## src/frcs_pkg.sv

```systemverilog
// Constants for the fast-retrain control and status register bank.
// Assumes one 16-bit management register reached through the device's
// management register port (device address 1).
package frcs_pkg;

    // ==========================================================
    // Register address
    localparam logic [4:0]  FRCS_DEVAD            = 5'h01;
    localparam logic [15:0] FRCS_REG_ADDR         = 16'h0093;
    localparam int          FRCS_DATA_W           = 16;

    // ==========================================================
    // Field positions
    localparam int          FRCS_PARTNER_CNT_MSB  = 15;
    localparam int          FRCS_PARTNER_CNT_LSB  = 11;
    localparam int          FRCS_LOCAL_CNT_MSB    = 10;
    localparam int          FRCS_LOCAL_CNT_LSB    = 6;
    localparam int          FRCS_RSVD_BIT         = 5;
    localparam int          FRCS_CAPABLE_BIT      = 4;
    localparam int          FRCS_AGREED_BIT       = 3;
    localparam int          FRCS_IND_MSB          = 2;
    localparam int          FRCS_IND_LSB          = 1;
    localparam int          FRCS_ENABLE_BIT       = 0;

    // ==========================================================
    // Counter geometry and reset values
    localparam int          FRCS_CNT_W            = 5;
    localparam logic [4:0]  FRCS_CNT_MAX          = 5'h1F;
    localparam logic [4:0]  FRCS_CNT_RESET        = 5'h00;
    localparam logic [1:0]  FRCS_IND_RESET        = 2'h0;
    localparam logic        FRCS_FLAG_RESET       = 1'b0;

    // ==========================================================
    // What the receive PCS shows the MAC during a retrain
    typedef enum logic [1:0] {
        FRCS_IND_IDLE        = 2'b00,
        FRCS_IND_LOCAL_FAULT = 2'b01,
        FRCS_IND_LINK_INT    = 2'b10,
        FRCS_IND_RESERVED    = 2'b11
    } frcs_ind_t;

    // Counter channel indices
    localparam int          FRCS_CH_PARTNER       = 0;
    localparam int          FRCS_CH_LOCAL         = 1;
    localparam int          FRCS_NUM_CH           = 2;

endpackage

```

## src/frcs_fast_retrain_ctrl_status.sv

```systemverilog
// Fast-retrain control and status register for the twisted-pair PHY core.
// Assumes a management register port (address, read and write strobes)
// decoded upstream from the serial management frame, and retrain event
// pulses and capability levels from the PCS, all on ref_clk.
// Counters clear on any read of this register, so a stray debug read
// takes the count away from management software; nothing can undo that.
// The enable bit needs a firmware load after reset to reach its start value.
`timescale 1ns/100ps
`default_nettype none

module frcs_fast_retrain_ctrl_status
    import frcs_pkg::*;
#(
    parameter logic ENABLE_PRELOAD = FRCS_FLAG_RESET
) (
    input  wire logic                   ref_clk,
    input  wire logic                   srst,
    // Management register port
    input  wire logic [4:0]             mgmt_devad,
    input  wire logic [15:0]            mgmt_addr,
    input  wire logic                   mgmt_rd,
    input  wire logic                   mgmt_wr,
    input  wire logic [FRCS_DATA_W-1:0] mgmt_wdata,
    output logic [FRCS_DATA_W-1:0]      mgmt_rdata,
    output logic                        mgmt_rvalid,
    // Firmware preload of the enable bit
    input  wire logic                   fw_enable_load,
    input  wire logic                   fw_enable_value,
    // Retrain events and status from the PCS
    input  wire logic                   partner_retrain_req,
    input  wire logic                   local_retrain_req,
    input  wire logic                   retrain_capable_in,
    input  wire logic                   retrain_agreed_in,
    // Control to the PCS
    output logic                        retrain_enable,
    output logic [1:0]                  retrain_mac_indication
);

    // ==========================================================
    // Address decode
    logic                   devad_hit;
    logic                   addr_hit;
    logic                   reg_hit;
    logic                   rd_hit;
    logic                   wr_hit;

    // Only this one register belongs to the block; other addresses are
    // answered by their own owners, so no response is made here.
    assign devad_hit = (mgmt_devad == FRCS_DEVAD);
    assign addr_hit  = (mgmt_addr == FRCS_REG_ADDR);
    assign reg_hit   = devad_hit && addr_hit;
    assign rd_hit  = mgmt_rd && reg_hit;
    assign wr_hit  = mgmt_wr && reg_hit;

    // ==========================================================
    // Write data fields
    logic [1:0]             wr_ind_field;
    logic                   wr_enable_bit;

    // Sliced once so the indication and enable logic agree on positions
    assign wr_ind_field  = mgmt_wdata[FRCS_IND_MSB:FRCS_IND_LSB];
    assign wr_enable_bit = mgmt_wdata[FRCS_ENABLE_BIT];

    // ==========================================================
    // Status flags
    logic                   retrain_capable;
    logic                   retrain_agreed;

    // Capability level sampled every cycle so a read sees a clean
    // registered value; costs one cycle of latency
    always_ff @(posedge ref_clk) begin
        if (srst) begin
            retrain_capable <= FRCS_FLAG_RESET;
        end else begin
            retrain_capable <= retrain_capable_in;
        end
    end

    // Negotiation result follows the PCS level one cycle late,
    // same as the capability flag so both move together
    always_ff @(posedge ref_clk) begin
        if (srst) begin
            retrain_agreed <= FRCS_FLAG_RESET;
        end else begin
            retrain_agreed <= retrain_agreed_in;
        end
    end

    // ==========================================================
    // Retrain counters
    logic [FRCS_NUM_CH-1:0] ch_req;
    logic [FRCS_NUM_CH-1:0] ch_event;
    logic [FRCS_CNT_W-1:0]  ch_count [FRCS_NUM_CH];
    logic [FRCS_CNT_W-1:0]  partner_retrain_count;
    logic [FRCS_CNT_W-1:0]  local_retrain_count;

    // Request pulses gathered by channel so one loop serves both sources
    assign ch_req[FRCS_CH_PARTNER] = partner_retrain_req;
    assign ch_req[FRCS_CH_LOCAL]   = local_retrain_req;

    // One saturating counter per source, cleared by a read of the register
    generate
        for (genvar ch = 0; ch < FRCS_NUM_CH; ch++) begin : g_cnt
            // Retrains only count while the feature is switched on; a disabled
            // PHY takes the full retrain path and those are not fast retrains.
            assign ch_event[ch] = ch_req[ch] && retrain_enable;

            frcs_sat_counter #(
                .WIDTH (FRCS_CNT_W)
            ) u_cnt (
                .ref_clk (ref_clk),
                .srst    (srst),
                .inc     (ch_event[ch]),
                .clr     (rd_hit),
                .count   (ch_count[ch])
            );
        end
    endgenerate

    // ==========================================================
    // Counter fields
    // Named per source for the register image
    assign partner_retrain_count = ch_count[FRCS_CH_PARTNER];
    assign local_retrain_count   = ch_count[FRCS_CH_LOCAL];

    // ==========================================================
    // Indication select
    logic [1:0]             next_mac_ind;

    // Reserved code is refused: the field keeps its old value, so the PCS
    // never sees an encoding it has no behaviour for.
    always_comb begin
        next_mac_ind = retrain_mac_indication;
        if (wr_hit) begin
            case (wr_ind_field)
                FRCS_IND_IDLE,
                FRCS_IND_LOCAL_FAULT,
                FRCS_IND_LINK_INT: begin
                    next_mac_ind = wr_ind_field;
                end
                default: begin
                    next_mac_ind = retrain_mac_indication;
                end
            endcase
        end
    end

    // Indication register
    always_ff @(posedge ref_clk) begin
        if (srst) begin
            retrain_mac_indication <= FRCS_IND_RESET;
        end else begin
            retrain_mac_indication <= next_mac_ind;
        end
    end

    // ==========================================================
    // Enable bit
    logic                   next_enable;

    // Reset gives a neutral constant; firmware then loads the real start
    // value. A management write in the same cycle wins, being newer intent.
    always_comb begin
        next_enable = retrain_enable;
        if (wr_hit) begin
            next_enable = wr_enable_bit;
        end else if (fw_enable_load) begin
            next_enable = fw_enable_value;
        end
    end

    // Enable register
    always_ff @(posedge ref_clk) begin
        if (srst) begin
            retrain_enable <= ENABLE_PRELOAD;
        end else begin
            retrain_enable <= next_enable;
        end
    end

    // ==========================================================
    // Read data assembly
    logic [FRCS_DATA_W-1:0] reg_image;

    // Reserved bit 5 reads as zero
    always_comb begin
        reg_image = '0;
        reg_image[FRCS_RSVD_BIT]                             = 1'h0;
        reg_image[FRCS_PARTNER_CNT_MSB:FRCS_PARTNER_CNT_LSB] = partner_retrain_count;
        reg_image[FRCS_LOCAL_CNT_MSB:FRCS_LOCAL_CNT_LSB]     = local_retrain_count;
        reg_image[FRCS_CAPABLE_BIT]                          = retrain_capable;
        reg_image[FRCS_AGREED_BIT]                           = retrain_agreed;
        reg_image[FRCS_IND_MSB:FRCS_IND_LSB]                 = retrain_mac_indication;
        reg_image[FRCS_ENABLE_BIT]                           = retrain_enable;
    end

    // Answer strobe: one cycle, the cycle after the read is taken;
    // misses on other addresses leave it low for their owners
    always_ff @(posedge ref_clk) begin
        if (srst) begin
            mgmt_rvalid <= 1'b0;
        end else begin
            mgmt_rvalid <= rd_hit;
        end
    end

    // Snapshot taken on the same edge the counters clear, so the value
    // returned is the one that was cleared and nothing falls between.
    always_ff @(posedge ref_clk) begin
        if (srst) begin
            mgmt_rdata <= '0;
        end else if (rd_hit) begin
            mgmt_rdata <= reg_image;
        end
    end

endmodule

`default_nettype wire

```

## src/frcs_sat_counter.sv

```systemverilog
// Saturating event counter whose clear still counts an event of the same cycle.
// Assumes events and clear are single-cycle pulses on ref_clk.
`timescale 1ns/100ps
`default_nettype none

module frcs_sat_counter
    import frcs_pkg::*;
#(
    parameter int WIDTH = FRCS_CNT_W
) (
    input  wire logic             ref_clk,
    input  wire logic             srst,
    input  wire logic             inc,
    input  wire logic             clr,
    output logic [WIDTH-1:0]      count
);

    // ==========================================================
    // Next value
    localparam logic [WIDTH-1:0] MAX_VAL = {WIDTH{1'b1}};
    localparam logic [WIDTH-1:0] ONE     = {{(WIDTH-1){1'b0}}, 1'b1};

    logic [WIDTH-1:0] next_count;

    // Clear first, then the event of the same cycle is counted
    always_comb begin
        next_count = count;
        if (clr) begin
            next_count = inc ? ONE : '0;
        end else if (inc && (count != MAX_VAL)) begin
            next_count = count + ONE;
        end
    end

    // ==========================================================
    // Count register
    always_ff @(posedge ref_clk) begin
        if (srst) begin
            count <= '0;
        end else begin
            count <= next_count;
        end
    end

endmodule

`default_nettype wire

```

## config.mk

```make
export PLATFORM = sky130hd
export DESIGN_NAME = frcs_fast_retrain_ctrl_status
export DESIGN_NICKNAME = d
export VERILOG_FILES = /design/src/frcs_pkg.sv /design/src/frcs_fast_retrain_ctrl_status.sv /design/src/frcs_sat_counter.sv
export SDC_FILE = /design/constraint.sdc
export NUM_CORES = 1
export LEC_CHECK = 0
export BUFFER_PORTS_ARGS = -buffer_cell sky130_fd_sc_hd__buf_2
export CAP_MARGIN = 20
export CORE_ASPECT_RATIO = 0.8
export CORE_UTILIZATION = 50
export DETAILED_ROUTE_END_ITERATION = 16
export GPL_TIMING_DRIVEN = 0
export PLACE_DENSITY = 0.93
export REMOVE_ABC_BUFFERS = 1
export SYNTH_ARGS = -nofsm -noshare
export SYNTH_HDL_FRONTEND = slang
export SYNTH_SLANG_ARGS = --single-unit
```

## constraint.sdc

```tcl
create_clock -name ref_clk -period 3.75 [get_ports ref_clk]
set_input_delay 0 -clock ref_clk [delete_from_list [all_inputs] [get_ports ref_clk]]
set_output_delay 0 -clock ref_clk [all_outputs]
set_load 0.02 [all_outputs]
```

==> flow_summary.json <==
{
  "status": "finished, final reports clean",
  "fin_skew_ps": 6.600,
  "die-area_sq_um": 3186,
  "worst_pin_slew_ps": 869.9,
  "min_path_cells": 3,
  "totalWireLength_um": 3376,
  "final_cell_area_sq_um": 1817,
  "yosys_warnings": 0,
  "wl_per_cell_um": 14.01,
  "grtUsageTotal_pct": 23.69,
  "yosys.area_share.simple_pct": 26.52,
  "core_area_sq_um": 2786,
  "rsz0062_at_grt": "no",
  "gr-total-overflow": 0,
  "synth_area_leader_cell": "dfxtp_1",
  "worst_ep_arrival_time_ps": 2040,
  "worstSetupPathType": "register to register",
  "critPathLaunchType": "register",
  "globalplace.congestion": 0.7607,
  "drv_slew": 0,
  "combPwrFrac_pct": 7.5,
  "diodes": 0,
  "synth-compound-area-share_pct": 12.58,
  "path_max_fanout": 5,
  "setup_viol": 0,
  "cts_root_buffer": "clkbuf_8",
  "required_ps": 3930,
  "die_w_um": 62.86,
  "max-slew-margin-rel_pct": 41.84,
  "io_buffers": 52,
  "final_nets": 253,
  "dp_hpwl_um": 2206,
  "regArea_sq_um": 620.6,
  "synth_top_area_share_pct": 41.89,
  "area_growth_pct": 22.63,
  "multi_input_area_sq_um": 765.7,
  "cts_tree": "built",
  "placed_cell_area_sq_um": 1705,
  "cp_common_cell": "ha_1",
  "fin_crit_ps": 1863,
  "cts_sinks": 31,
  "stdcell_count": 241,
  "io-pin-count": 67,
  "grt_pass1_wl_um": 5699,
  "synth_top_family_by_area": "simple AND/OR/NAND/NOR gates",
  "clockBufferDepth": 2,
  "reg2reg_depth": 7,
  "cts_buffers": 5,
  "drive_gt1_share_pct": 33.50,
  "r2r-end": "g_cnt[1].u_cnt.count[0]",
  "grt_max_degree": 33,
  "setup_tns_ps": 0,
  "fin_crit_sh_pct": 49.69,
  "hold_viol": 0,
  "drc": 0,
  "p_per_area_nw_per_um2": 349.8,
  "whs_endpoint": "retrain_enable",
  "yosysSeqAreaShare_pct": 41.89,
  "yosys.cell_types.count": 32,
  "antenna_found_initial": 0,
  "vdd_drop_max_mv": 0.2652,
  "critPathCaptureType": "register",
  "drtPass1Iterations": 4,
  "place_inst": 230,
  "synthTopCellsByArea": "dfxtp_1, nand4_1, o21ai_0",
  "slowest_delay_ps": 350,
  "ant_nets": 0,
  "synth-xor-area-share_pct": 3.547,
  "p_sw_uw": 148.9,
  "clkPwrFrac_pct": 39.7,
  "p_int_uw": 486.6,
  "htreeDepth": 2,
  "row_count": 17,
  "fillCellCount": 241,
  "via_count": 1365,
  "synth_fa_ha_area_share_pct": 3.378,
  "synth_seq_cells": 31,
  "clk_latency_ps": 290,
  "crit_chain": "ha_1 -> and3_1 -> ha_1 -> and3b_1 -> xnor2_1 -> nor2_1 -> mux2_4",
  "synth_area_sq_um": 1481,
  "syn_avg_cell_area_sq_um": 9.558,
  "power.leakage_uw": 0.0008269,
  "die_y_um": 50.69,
  "netSwitchingFraction_pct": 23.43,
  "fmax_mhz": 536.7,
  "r2r_start": "g_cnt[1].u_cnt.count[0]",
  "cp_slowest_cell": "dfxtp_1",
  "synthMuxAreaShare_pct": 5.405,
  "post_drt_via_cell_ratio": 5.664,
  "seqPwrFrac_pct": 52.8,
  "cts.reportedPaths.clkPinSlew_ps": 60,
  "min-delay-start": "mgmt_wr",
  "start_util_pct": 53.17,
  "grt_pass1_vias": 1270,
  "r2r_slack_ps": 1890,
  "hp-class": "primary input to register",
  "maxCapViolCount": 0,
  "drtIter0Drc": 91,
  "netlist_instances": 155,
  "post_cts_buffers": 0
}
-- final cells by class --
type | instances | area share [%]
Tap cell | 38 | 2.617
Inverter | 3 | 0.6198
Clock inverter | 1 | 0.2755
Sequential cell | 31 | 34.16
Multi-Input combinational cell | 106 | 42.15
Timing Repair Buffer | 55 | 15.98
Clock buffer | 7 | 4.201
-- state kept, by name, summed over array words and instances, names as in the netlist --
name and cells:
mgmt_rdata 15, g_cnt.u_cnt.count 10, retrain_mac_indication 2, mgmt_rvalid 1, retrain_agreed 1, retrain_capable 1, retrain_enable 1
-- through the flow --
step                      util [%]  total power (uW)  hold slack (ps)  setup WS, ps
after floorplan                  -             358.2            64.65          2033
after global placement       61.20             387.0            213.0          1720
after detailed placement     61.20             388.2            213.5          1716
after CTS                    65.20             639.3            50.98          1883
after global routing         65.20             662.9            73.22          1792
final                        65.20             635.6            54.15          1887
-- synthesized netlist by cell type --
library cell and count:
clkbuf_1 6, and3b_1 2, nand4_1 19, buf_2 3, nor2_1 4, o21ai_0 16, a211oi_2 1, nand4b_1 1
ha_1 4, clkbuf_2 1, nor4b_4 2, nor3_2 2, nand4_2 1, xnor2_1 2, nor2b_1 4, conb_1 1
buf_6 1, nor3_1 9, and4_1 1, a21oi_1 15, nor2_8 1, and3_1 5, mux2_4 2, nand2_1 2
o211a_1 1, xor2_1 4, mux2i_1 5, buf_4 4, o41ai_1 1, nor4b_2 1, inv_1 3, dfxtp_1 31
-- what timing repair did --
action | in CTS | in global routing
hold endpoints to repair | 3 | 0
hold buffers | 3 | 0
resized for setup | 0 | 0
-- worst max-delay path by stage --
stage | endpoint | cells after the start | slack, ps | from
2_1_floorplan | g_cnt[0].u_cnt.count[0] | 7 | 2030 | g_cnt[0].u_cnt.count[0]
3_3_place_gp | g_cnt[1].u_cnt.count[0] | 5 | 1720 | mgmt_addr[3]
3_5_place_dp | g_cnt[1].u_cnt.count[0] | 5 | 1720 | mgmt_addr[3]
4_1_cts | g_cnt[1].u_cnt.count[0] | 7 | 1880 | g_cnt[1].u_cnt.count[0]
5_1_grt | g_cnt[0].u_cnt.count[0] | 7 | 1790 | g_cnt[0].u_cnt.count[0]
6_report | g_cnt[1].u_cnt.count[0] | 7 | 1890 | g_cnt[1].u_cnt.count[0]
-- power by group through the flow --
stage                     clock, uW  sequential, uW  combinational [uW]
final                           252             336                47.9
after CTS                       256             336                47.8
after global routing            274             336                52.6
after detailed placement          0             343                45.2
after global placement            0             343                44.3
after floorplan                   0             343                15.5
-- layout by cell type, fill, tap and decap left out, drive strengths merged, types with 2 or more instances in the layout --
cell type    synthesis  routed
buf                  8      52
dfxtp               31      31
nand4               20      20
o21ai               16      16
a21oi               15      15
nor3                11      11
clkbuf               7       7
and3                 5       5
mux2i                5       5
nor2                 5       5
nor2b                4       4
xor2                 4       4
ha                   4       4
inv                  3       3
dlygate4sd3          0       3
nor4b                3       3
and3b                2       2
nand2                2       2
xnor2                2       2
mux2                 2       2
-- logic make-up (layout without fill, tap and decap cells) --
kind of cell	after synthesis	after routing
AOI/OAI and AO/OA	34	34
xor gates and xnor gates	6	6
adders and majority gates	4	4
buffers and inverters	18	66
DFF	31	31
muxes	7	7
other	1	1
and+or+nand+nor	54	54
-- per-layer routing --
layer	track usage (%)	up-vias	routed length (um)
met4	11.63	0	74
li1	-	667	-
met3	9.318	7	283
met2	39.67	60	1572
met1	26.39	631	1446
met5	0	-	0
-- worst max-delay path, delay by kind of cell, from the launching register on --
kind / cells / cell delay (ps)
simple gates: 3 / 580
fa+ha+maj: 2 / 390
flops: 1 / 350
mux: 1 / 280
xor+xnor: 1 / 150
Power figures use the tool's default switching activity.
